## config.mk

```make
export PLATFORM = sky130hd
export DESIGN_NAME = rmii_timing
export DESIGN_NICKNAME = d
export VERILOG_FILES = /design/src/design/rmii_timing_pkg.sv /design/src/design/elastic_buffer.sv /design/src/design/rmii_timing.sv /design/src/design/tap_delay.sv
export SDC_FILE = /design/constraint.sdc
export NUM_CORES = 1
export LEC_CHECK = 0
export BUFFER_PORTS_ARGS = -buffer_cell sky130_fd_sc_hd__buf_2
export CAP_MARGIN = 20
export CORE_AREA = 2 2 252 192
export CTS_BUF_LIST = sky130_fd_sc_hd__clkbuf_8
export DETAILED_ROUTE_END_ITERATION = 7
export DIE_AREA = 0 0 254 194
export GPL_TIMING_DRIVEN = 0
export MAX_ROUTING_LAYER = met4
export SETUP_SLACK_MARGIN = 0.4
export SYNTH_ARGS = -nofsm -noshare
export SYNTH_HDL_FRONTEND = slang
export SYNTH_SLANG_ARGS = --single-unit
export TNS_END_PERCENT = 100
```

## constraint.sdc

```tcl
create_clock -name clk -period 3.4 [get_ports clk]
set_clock_uncertainty 0.15 [all_clocks]
set_input_delay 0.17 -clock clk [delete_from_list [all_inputs] [get_ports clk]]
set_output_delay 0.17 -clock clk [all_outputs]
set_load 0.01 [all_outputs]
```

## src/design/rmii_timing_pkg.sv

```systemverilog
// constants and register map of the reduced-mii data path timing block
package rmii_timing_pkg;
  // clock and line timing
  localparam int CLK_NS        = 4;     // core clock period
  localparam int REF_NS        = 20;    // reference and recovered clock period
  localparam int BIT_NS        = 10;    // one bit time at 100 mb/s
  localparam int CLK_PER_REF   = REF_NS / CLK_NS;
  // latencies in tenths of a bit time, as nominal figures
  localparam int TX_LAT_TBIT   = 120;
  localparam int CRS_ON_TBIT   = 176;
  localparam int CRS_OFF_TBIT  = 262;
  localparam int RX_LAT_TBIT   = 297;
  localparam int TX_LAT_CYC    = TX_LAT_TBIT * BIT_NS / (10 * CLK_NS);
  localparam int CRS_ON_CYC    = CRS_ON_TBIT * BIT_NS / (10 * CLK_NS);
  localparam int CRS_OFF_CYC   = CRS_OFF_TBIT * BIT_NS / (10 * CLK_NS);
  localparam int RX_LAT_CYC    = RX_LAT_TBIT * BIT_NS / (10 * CLK_NS);
  // loopback delays in ns and cycles
  localparam int LB_MII_NS     = 9;
  localparam int LB_PCS_NS     = 121;
  localparam int LB_ANA_NS     = 233;
  localparam int LB_EXT_NS     = 242;
  localparam int LB_EXTF_NS    = 202;
  localparam int LB_MII_CYC    = LB_MII_NS / CLK_NS;
  localparam int LB_PCS_CYC    = LB_PCS_NS / CLK_NS;
  localparam int LB_ANA_CYC    = LB_ANA_NS / CLK_NS;
  localparam int LB_EXT_CYC    = LB_EXT_NS / CLK_NS;
  localparam int LB_EXTF_CYC   = LB_EXTF_NS / CLK_NS;
  localparam int DEAD_US       = 550;
  localparam int DEAD_CYC      = DEAD_US * 1000 / CLK_NS;
  // register map
  localparam logic [3:0]  ADDR_RXCLK_CTRL = 4'ha;
  localparam logic [3:0]  ADDR_LOOP_CTRL  = 4'hb;
  localparam logic [3:0]  ADDR_STATUS     = 4'hc;
  localparam int          RXCLK_EN_BIT    = 0;
  localparam int          ELAST_LSB       = 1;
  localparam logic [1:0]  ELAST_RESET     = 2'h1;
  localparam logic [15:0] RXCLK_RESET     = 16'h0002;
  // loopback selection
  typedef enum logic [2:0] {
    LOOP_NONE, LOOP_MII, LOOP_PCS, LOOP_ANALOG, LOOP_EXT, LOOP_EXT_FAST
  } loop_mode_t;
endpackage : rmii_timing_pkg

```

## src/design/elastic_buffer.sv

```systemverilog
// small fifo that absorbs rate and phase drift between line and launch clock
`timescale 1ns/100ps
`default_nettype none
module elastic_buffer #(
  parameter int WIDTH = 3,
  parameter int DEPTH = 8
) (
  input  wire logic             clk,
  input  wire logic             rst,
  input  wire logic             wr_en,
  input  wire logic [WIDTH-1:0] wr_data,
  input  wire logic             rd_edge,
  input  wire logic [1:0]       prefill,
  output logic                  rd_en,
  output logic      [WIDTH-1:0] rd_data,
  output logic                  empty,
  output logic                  overflow
);
  localparam int AW = $clog2(DEPTH);
  logic [WIDTH-1:0] mem_q [DEPTH];
  logic [AW-1:0]    wr_ptr_q;
  logic [AW-1:0]    rd_ptr_q;
  logic [AW:0]      level_q;
  logic             run_q;
  logic             do_wr;

  if (DEPTH < 4 || (1 << AW) != DEPTH) begin : g_bad_depth
    $error("elastic_buffer: depth must be a power of two >= 4");
  end

  assign empty    = (level_q == '0);
  assign overflow = wr_en && (level_q == (AW+1)'(DEPTH)) && !rd_en;
  assign do_wr    = wr_en && !overflow;
  // reading starts once the fill reaches the setting plus one, then follows each edge
  assign rd_en    = rd_edge && !empty && (run_q || level_q > {{(AW-1){1'b0}}, prefill});
  assign rd_data  = mem_q[rd_ptr_q];

  // storage and pointers
  always_ff @(posedge clk) begin
    if (rst) begin
      wr_ptr_q <= '0;
      rd_ptr_q <= '0;
      level_q  <= '0;
    end else begin
      if (do_wr) begin
        mem_q[wr_ptr_q] <= wr_data;
        wr_ptr_q        <= wr_ptr_q + 1'b1;
      end
      if (rd_en) rd_ptr_q <= rd_ptr_q + 1'b1;
      level_q <= level_q + (AW+1)'(do_wr) - (AW+1)'(rd_en);
    end
  end

  // a frame keeps draining until the buffer runs dry with no new write
  always_ff @(posedge clk) begin
    if (rst) run_q <= 1'b0;
    else if (rd_en) run_q <= 1'b1;
    else if (empty && !wr_en) run_q <= 1'b0;
  end
endmodule : elastic_buffer
`default_nettype wire

```

## src/design/rmii_timing.sv

```systemverilog
// reduced-mii mac-side transmit and receive timing of a 10/100 transceiver
`timescale 1ns/100ps
`default_nettype none
// Operation
// mac holds txd and tx_en stable for capture at reference rising edge
// receive outputs launch from reference rising edge, 20 ns period
// transmit line output follows capture by 12 bit times
// crs_dv asserts without waiting for an edge, 17.6 bits after start
// crs_dv drops on a launch edge, 26.2 bits after end of stream
// rx_dv is provided, synchronous to the reference clock
// receive data latency 29.7 bits with elasticity setting 01
// recovered receive clock mode only when control bit 0 is set
// in that mode rx_clk is driven at 50 MHz from received timing
// in that mode receive outputs launch from rx_clk rising edge
// after entering loopback no receive data for up to 550 us
// loopback delay 9, 121 or 233 ns for mii, pcs and analog
// external loopback delay 242 ns, or 202 ns in fast mode
// elasticity buffer absorbs drift without losing or doubling dibits
module rmii_timing
  import rmii_timing_pkg::*;
#(
  parameter int DEAD_CYCLES = DEAD_CYC,
  parameter int EB_DEPTH    = 8
) (
  input  wire logic        clk,
  input  wire logic        rst,
  // register port
  input  wire logic [3:0]  reg_addr,
  input  wire logic [15:0] reg_wdata,
  input  wire logic        reg_wr,
  input  wire logic        reg_rd,
  output logic      [15:0] reg_rdata,
  // mac side
  input  wire logic        reference_clock_input,
  input  wire logic [1:0]  txd,
  input  wire logic        tx_en,
  output logic      [1:0]  rxd,
  output logic             crs_dv,
  output logic             rx_dv,
  output logic             rx_er,
  output logic             rx_clk,
  // line side, one dibit per strobe
  output logic      [1:0]  line_tx_dibit,
  output logic             line_tx_en,
  input  wire logic        line_rx_valid,
  input  wire logic [1:0]  line_rx_dibit,
  input  wire logic        line_rx_err,
  input  wire logic        line_rx_sos,
  input  wire logic        line_rx_eos
);
  localparam int LB_DEPTH = LB_EXT_CYC;

  if (DEAD_CYCLES < 1) begin : g_bad_dead
    $error("rmii_timing: dead time must be at least one cycle");
  end

  ////////////////////////////////////////////////////////////////////////////
  // registers

  logic [15:0]  rxclk_ctrl_q;
  loop_mode_t   loop_mode_q;
  logic         rxclk_mode;
  logic [1:0]   elast_set;
  logic [15:0]  status;
  logic         dead_active;
  logic         eb_empty;
  logic         eb_overflow;
  logic         eb_ovf_q;

  assign rxclk_mode = rxclk_ctrl_q[RXCLK_EN_BIT];
  assign elast_set  = rxclk_ctrl_q[ELAST_LSB +: 2];

  // control writes
  always_ff @(posedge clk) begin
    if (rst) begin
      rxclk_ctrl_q <= RXCLK_RESET;
      loop_mode_q  <= LOOP_NONE;
    end else if (reg_wr) begin
      if (reg_addr == ADDR_RXCLK_CTRL) rxclk_ctrl_q <= reg_wdata;
      if (reg_addr == ADDR_LOOP_CTRL) loop_mode_q <= loop_mode_t'(reg_wdata[2:0]);
    end
  end

  // overflow stays seen until the status register is read; a new one wins
  always_ff @(posedge clk) begin
    if (rst) eb_ovf_q <= 1'b0;
    else if (eb_overflow) eb_ovf_q <= 1'b1;
    else if (reg_rd && reg_addr == ADDR_STATUS) eb_ovf_q <= 1'b0;
  end

  assign status = {12'h000, eb_ovf_q, eb_empty, dead_active, crs_dv};

  // read data stands the cycle after the strobe; unmapped reads zero
  always_ff @(posedge clk) begin
    if (rst) begin
      reg_rdata <= 16'h0000;
    end else if (reg_rd) begin
      case (reg_addr)
        ADDR_RXCLK_CTRL: reg_rdata <= rxclk_ctrl_q;
        ADDR_LOOP_CTRL:  reg_rdata <= {13'h0000, loop_mode_q};
        ADDR_STATUS:     reg_rdata <= status;
        default:         reg_rdata <= 16'h0000;
      endcase
    end else begin
      reg_rdata <= 16'h0000;
    end
  end

  ////////////////////////////////////////////////////////////////////////////
  // clock edges

  logic       ref_q;
  logic       ref_rise;
  logic [2:0] div_q;
  logic       rec_rise;
  logic       launch;
  logic       line_valid_q;

  assign ref_rise = reference_clock_input && !ref_q;
  assign rec_rise = (div_q == 3'h0);
  assign launch   = rxclk_mode ? rec_rise : ref_rise;

  // reference clock level for edge detection
  always_ff @(posedge clk) begin
    if (rst) ref_q <= 1'b0;
    else ref_q <= reference_clock_input;
  end

  // recovered clock divider, realigned to each received dibit strobe (rising line_rx_valid)
  always_ff @(posedge clk) begin
    if (rst) begin
      div_q        <= 3'h0;
      line_valid_q <= 1'b0;
    end else begin
      line_valid_q <= line_rx_valid;
      if (line_rx_valid && !line_valid_q) div_q <= 3'h1;
      else if (div_q == 3'(CLK_PER_REF - 1)) div_q <= 3'h0;
      else div_q <= div_q + 3'h1;
    end
  end

  // rx_clk high for the first part of each period; mode is looked at only at a
  // period start, so turning it on or off never leaves a runt high phase
  always_ff @(posedge clk) begin
    if (rst) rx_clk <= 1'b0;
    else if (div_q == 3'h0) rx_clk <= rxclk_mode;
    else rx_clk <= rx_clk && (div_q < 3'(CLK_PER_REF / 2));
  end

  ////////////////////////////////////////////////////////////////////////////
  // transmit path

  logic [1:0] txd_cap_q;
  logic       tx_en_cap_q;
  logic [2:0] tx_line;
  logic       line_blocked;

  // mac inputs captured only at the reference rising edge
  always_ff @(posedge clk) begin
    if (rst) begin
      txd_cap_q   <= 2'h0;
      tx_en_cap_q <= 1'b0;
    end else if (ref_rise) begin
      txd_cap_q   <= txd;
      tx_en_cap_q <= tx_en;
    end
  end

  tap_delay #(.WIDTH(3), .DEPTH(TX_LAT_CYC)) u_tx_delay (
    .clk  (clk),
    .rst  (rst),
    .din  ({tx_en_cap_q, txd_cap_q}),
    .tap  ($clog2(TX_LAT_CYC+1)'(TX_LAT_CYC)),
    .dout (tx_line)
  );

  // internal loopbacks keep the line quiet; external loopback still drives it
  assign line_blocked = (loop_mode_q == LOOP_MII) || (loop_mode_q == LOOP_PCS)
                        || (loop_mode_q == LOOP_ANALOG);

  always_ff @(posedge clk) begin
    if (rst) begin
      line_tx_en    <= 1'b0;
      line_tx_dibit <= 2'h0;
    end else begin
      line_tx_en    <= tx_line[2] && !line_blocked;
      line_tx_dibit <= line_blocked ? 2'h0 : tx_line[1:0];
    end
  end

  ////////////////////////////////////////////////////////////////////////////
  // loopback path

  logic [$clog2(LB_DEPTH+1)-1:0] lb_tap;
  logic [2:0]                    lb_out;
  logic [$clog2(DEAD_CYCLES+1)-1:0] dead_q;
  loop_mode_t                    loop_prev_q;

  // delay chosen by loopback kind
  always_comb begin
    case (loop_mode_q)
      LOOP_MII:      lb_tap = $bits(lb_tap)'(LB_MII_CYC);
      LOOP_PCS:      lb_tap = $bits(lb_tap)'(LB_PCS_CYC);
      LOOP_ANALOG:   lb_tap = $bits(lb_tap)'(LB_ANA_CYC);
      LOOP_EXT:      lb_tap = $bits(lb_tap)'(LB_EXT_CYC);
      LOOP_EXT_FAST: lb_tap = $bits(lb_tap)'(LB_EXTF_CYC);
      default:       lb_tap = $bits(lb_tap)'(1);
    endcase
  end

  tap_delay #(.WIDTH(3), .DEPTH(LB_DEPTH)) u_lb_delay (
    .clk  (clk),
    .rst  (rst),
    .din  ({tx_en_cap_q, txd_cap_q}),
    .tap  (lb_tap),
    .dout (lb_out)
  );

  // dead time restarts whenever a loopback mode is entered or changed
  always_ff @(posedge clk) begin
    if (rst) begin
      loop_prev_q <= LOOP_NONE;
      dead_q      <= '0;
    end else begin
      loop_prev_q <= loop_mode_q;
      if (loop_mode_q != loop_prev_q && loop_mode_q != LOOP_NONE)
        dead_q <= $bits(dead_q)'(DEAD_CYCLES);
      else if (dead_q != '0)
        dead_q <= dead_q - 1'b1;
    end
  end

  assign dead_active = (dead_q != '0);

  ////////////////////////////////////////////////////////////////////////////
  // receive path

  logic [3:0] rx_late;
  logic       sos_late;
  logic       eos_late;
  logic       eb_rd;
  logic [2:0] eb_data;
  logic       crs_off_pend_q;
  logic       looping;

  assign looping = (loop_mode_q != LOOP_NONE);

  tap_delay #(.WIDTH(4), .DEPTH(RX_LAT_CYC - CLK_PER_REF)) u_rx_delay (
    .clk  (clk),
    .rst  (rst),
    .din  ({line_rx_valid, line_rx_err, line_rx_dibit}),
    .tap  ($clog2(RX_LAT_CYC-CLK_PER_REF+1)'(RX_LAT_CYC - CLK_PER_REF)),
    .dout (rx_late)
  );

  tap_delay #(.WIDTH(1), .DEPTH(CRS_ON_CYC)) u_sos_delay (
    .clk  (clk),
    .rst  (rst),
    .din  (line_rx_valid && line_rx_sos),
    .tap  ($clog2(CRS_ON_CYC+1)'(CRS_ON_CYC)),
    .dout (sos_late)
  );

  tap_delay #(.WIDTH(1), .DEPTH(CRS_OFF_CYC)) u_eos_delay (
    .clk  (clk),
    .rst  (rst),
    .din  (line_rx_valid && line_rx_eos),
    .tap  ($clog2(CRS_OFF_CYC+1)'(CRS_OFF_CYC)),
    .dout (eos_late)
  );

  // line dibits cross into the launch timing through the elasticity buffer
  elastic_buffer #(.WIDTH(3), .DEPTH(EB_DEPTH)) u_eb (
    .clk      (clk),
    .rst      (rst),
    .wr_en    (rx_late[3] && !looping),
    .wr_data  (rx_late[2:0]),
    .rd_edge  (launch),
    .prefill  (elast_set),
    .rd_en    (eb_rd),
    .rd_data  (eb_data),
    .empty    (eb_empty),
    .overflow (eb_overflow)
  );

  // receive data and valid launched on the selected edge
  always_ff @(posedge clk) begin
    if (rst) begin
      rxd   <= 2'h0;
      rx_er <= 1'b0;
      rx_dv <= 1'b0;
    end else if (launch) begin
      if (looping) begin
        rxd   <= dead_active ? 2'h0 : lb_out[1:0];
        rx_er <= 1'b0;
        rx_dv <= lb_out[2] && !dead_active;
      end else begin
        rxd   <= eb_rd ? eb_data[1:0] : 2'h0;
        rx_er <= eb_rd && eb_data[2];
        rx_dv <= eb_rd;
      end
    end
  end

  // carrier off waits for a launch edge once the end of stream is due
  always_ff @(posedge clk) begin
    if (rst) crs_off_pend_q <= 1'b0;
    else if (eos_late) crs_off_pend_q <= 1'b1;
    else if (launch || sos_late) crs_off_pend_q <= 1'b0;
  end

  // crs_dv rises on the cycle the start is due, falls only on a launch edge
  always_ff @(posedge clk) begin
    if (rst) begin
      crs_dv <= 1'b0;
    end else if (looping) begin
      if (launch) crs_dv <= lb_out[2] && !dead_active;
    end else if (sos_late) begin
      crs_dv <= 1'b1;
    end else if (crs_off_pend_q && launch) begin
      crs_dv <= 1'b0;
    end
  end
endmodule : rmii_timing
`default_nettype wire

```

## src/design/tap_delay.sv

```systemverilog
// shift-register delay line with a selectable output tap
`timescale 1ns/100ps
`default_nettype none
module tap_delay #(
  parameter int WIDTH = 1,
  parameter int DEPTH = 1
) (
  input  wire logic                     clk,
  input  wire logic                     rst,
  input  wire logic [WIDTH-1:0]         din,
  input  wire logic [$clog2(DEPTH+1)-1:0] tap,
  output logic      [WIDTH-1:0]         dout
);
  logic [WIDTH-1:0] stage_q [DEPTH];

  if (DEPTH < 1 || WIDTH < 1) begin : g_bad_size
    $error("tap_delay: depth and width must be at least one");
  end

  // every stage moves on each edge; reset empties the line
  always_ff @(posedge clk) begin
    if (rst) begin
      for (int i = 0; i < DEPTH; i++) stage_q[i] <= '0;
    end else begin
      stage_q[0] <= din;
      for (int i = 1; i < DEPTH; i++) stage_q[i] <= stage_q[i-1];
    end
  end

  // tap n gives the input n cycles late; taps out of range give the last stage
  always_comb begin
    dout = stage_q[DEPTH-1];
    for (int i = 1; i <= DEPTH; i++) begin
      if (int'(tap) == i) dout = stage_q[i-1];
    end
  end
endmodule : tap_delay
`default_nettype wire

```

==> results.py <==
metrics = {
    "route": {
        "wirelength_um": 39800,
        "drt-initial-drc-count": 602,
        "vias": 12600,
        "post-route-drc-count": 0,
        "detail_route.wl_per_cell_um": 14.3,
        "viasPerCell": 4.52,
        "detail-route-antenna-nets": 0,
        "dr.pass1.iters": 7,
    },
    "clock_tree": {
        "htree_levels": 3,
        "cts_buffer_depth": 3,
        "cts_root_buf": "clkbuf_8",
        "cts_buffers": 98,
        "clk_pin_slew_worst_paths_ns": 0.06,
        "cts_sinks": 677,
        "cts_tree": "yes",
        "clock_latency_ns": 0.68,
    },
    "synthesis": {
        "synth_nets": 1891,
        "avgSynthCellArea_um2": 11.3,
        "yosys.area.top_type": "dfxtp_1",
        "ys_types": 76,
        "synth_top_family_by_area": "simple AND/OR/NAND/NOR gates",
        "netlist.area_leader.share": 0.626,
        "synth_fa_ha_area_frac": 0.0105,
        "synthFlopType": "dfxtp_1",
        "synth_seq_cells": 677,
        "ys_warn_count": 0,
        "synth-edff-count": 24,
        "synthSimpleGateAreaFrac": 0.236,
        "seq_area_frac_synth": 0.661,
        "synthArstFlopShare": 0,
        "synthTopCellsByArea": "dfxtp_1, nor2b_1, edfxtp_1, nor2_1, clkbuf_1",
        "synthXorXnorAreaFrac": 0.00839,
        "muxShareOfSynthArea": 0.0153,
        "synth-compound-area-share": 0.0466,
        "synth_cells": 1840,
        "syn_area_um2": 20900,
    },
    "pwr": {
        "intPower_mw": 11.8,
        "p_leak_nw": 9.81,
        "ir_drop_uv": 332,
        "switching_share": 0.230,
        "pwr-share-seq": 0.528,
        "switching_power_mw": 3.53,
        "p_comb_frac": 0.050,
        "power_mw": 15.4,
        "clkPwrFrac": 0.422,
        "powerDensity_nw_per_um2": 616,
    },
    "placed_design": {
        "gp_congestion": 0.902,
        "hpwlAfterDp_um": 25500,
        "place_area_um2": 22000,
        "dp_slack_ns": -0.603,
        "io_buffers": 57,
        "place_inst": 2536,
    },
    "floorplanning": {
        "die_w_um": 254,
        "start_util": 0.446,
        "fp-row-count": 69,
        "core_um2": 46800,
        "io_pins": 59,
        "die-area_um2": 49300,
        "die_h_um": 194,
    },
    "global_routing": {
        "grt_antenna_before_repair": 0,
        "grtUsageTotal": 0.168,
        "grt_max_degree": 16,
        "grt_pass1_wl_um": 63800,
        "grt_pass1_vias": 12400,
        "grt_overflow": 0,
    },
    "setup_path": {
        "crit_type": "flop to flop",
        "slowest_delay_ns": 0.57,
        "slowest_stage": "or4b_4",
        "crit_fanout": 6,
        "start_kind": "flop",
        "path_cells": "buf_6 -> buf_8 -> clkinvlp_4 -> ha_4 -> or4b_4 -> nor3_4 -> a221o_1 -> a21oi_2 -> a2111oi_4 -> a211oi_2 -> buf_4 -> a221oi_2",
        "required_ns": 3.82,
        "reg2reg_slack_ns": 0.28,
        "r2r_end": "crs_dv",
        "end_kind": "flop",
        "r2r_start": "loop_mode_q[1]",
        "crit_arrival_ns": 3.54,
        "r2r_cells": 12,
    },
    "timing": {
        "whs_ns": 0.113,
        "timing.fmax_ghz": 0.320,
        "rsz0062_at_grt": "yes",
        "hold_violations": 0,
        "slew_headroom": 0.336,
        "fin_setup_tns_ns": 0,
        "tightest_slew_ns": 0.996,
        "timing.final.crit_share": 0.919,
        "slew_viol_final": 0,
        "layout_setup_ws_ns": 0.276,
        "setup_viol": 0,
        "period_needed_ns": 3.12,
    },
    "cells_and_area": {
        "stdcell_area_um2": 24900,
        "drive_gt1_frac": 0.137,
        "final-instance-count-excl-fill": 2784,
        "nets": 2117,
        "layout_common_cells": "dfxtp_1, nor2b_1, clkbuf_8",
        "areaGrowthSynthToFinish_pct": 19.4,
        "num-fill-cells": 4144,
        "antenna_cells": 0,
        "final_common_cell": "dfxtp_1",
        "fin_util": 0.533,
    },
    "min_path": {
        "hp-class": "input port to flop",
        "hold-path-cell-count": 3,
        "holdPathEnd": "u_rx_delay.stage_q[0][0]",
        "min-delay-start": "line_rx_dibit[0]",
    },
    "run_status": {
        "status": "completed",
    },
    "job": {
        "max-cap-violations": 0,
    },
}
## cells by family (layout without fill, tap and decap cells)
group                    after synthesis  after routing
AO/OA/AOI/OAI                        143            143
XOR/XNOR                              20             20
adder cells (fa/ha/maj)               17             17
buffers and inverters                120            425
flip-flops                           677            677
multiplexers                          24             24
AND/OR/NAND/NOR                      839            839
## how the worst max path moves through the flow
stage | start | end | slack (ns) | cells after the start
final | loop_mode_q[1] | crs_dv | 0.28 | 12
after global routing | loop_mode_q[1] | crs_dv | 0.21 | 12
after CTS | loop_mode_q[1] | crs_dv | 0.25 | 12
after detailed placement | loop_mode_q[1] | rx_dv | -0.60 | 12
after global placement | loop_mode_q[1] | rx_dv | -0.50 | 12
after floorplan | loop_mode_q[1] | crs_dv | 0.46 | 11
## flip-flops by register name, summed over array words and instances, names as in the netlist, 2 cells and up, named ones only
name,cells
u_lb_delay.stage_q,91
rxclk_ctrl_q,16
u_rx_delay.stage_q,276
txd_cap_q,2
u_eb.level_q,4
reg_rdata,16
u_eb.rd_ptr_q,3
u_sos_delay.stage_q,44
u_tx_delay.stage_q,89
u_eb.wr_ptr_q,3
u_eos_delay.stage_q,65
loop_prev_q,3
div_q,3
u_eb.mem_q,24
loop_mode_q,3
line_tx_dibit,2
dead_q,18
rxd,2
## metal layers
metal  up-vias  GRT usage  wire, µm
met5         -          -         0
met4         0     0.0645       992
met3        78     0.0392      2050
met2       272      0.236     16300
met1      5836      0.234     20400
li1       6397          -         -
## cell usage after synthesis (5+ instances only)
master / number
and2_1: 20
ha_1: 16
nor3_1: 21
or3_1: 7
a21oi_1: 48
nand2b_1: 17
a22oi_1: 6
buf_2: 8
mux4_2: 6
xor2_1: 8
inv_1: 29
a31oi_1: 5
o211ai_1: 6
edfxtp_1: 24
dfxtp_1: 653
nor2b_1: 566
mux2i_1: 15
nor2_1: 85
nor4_1: 5
o21ai_0: 17
nand2_1: 77
xnor2_1: 12
clkbuf_1: 78
nand4_1: 5
a211oi_1: 8
## worst max-delay path, delay by kind of cell (launching register included)
family / cells / cell delay, ns
fa+ha+maj: 1 / 0.25
compound gates: 5 / 1.02
flops: 1 / 0.35
simple gates: 2 / 0.80
buf+inv: 4 / 0.44
## power by group through the flow
stage | Sequential [mW] | Clock, mW | Combinational (mW)
detailed placement | 8.29 | 0 | 0.724
floorplan | 8.28 | 0 | 0.535
global route | 8.12 | 7.07 | 0.862
CTS | 8.12 | 6.68 | 0.772
global placement | 8.29 | 0 | 0.707
finish | 8.12 | 6.48 | 0.766
## what timing repair did
action                                 in CTS  in global routing
gates cloned                                0                  0
endpoints found under the hold margin      39                  0
pin swaps                                   8                  5
hold buffers                               54                  0
setup endpoints to repair                  31                 29
resized for setup                          40                 20
buffers inserted                           11                  4
## layout make-up
class / instances / area (µm²) / area share
repair buffers: 126 / 938 / 0.0376
plain buffers: 90 / 392 / 0.0157
inverters: 30 / 116 / 0.00467
clock inverters: 51 / 294 / 0.0118
well taps: 639 / 800 / 0.0321
clock buffers: 128 / 1760 / 0.0706
flip-flops and latches: 677 / 13800 / 0.553
multi-input cells: 1043 / 6840 / 0.274
(Power assumes the default switching activity.)
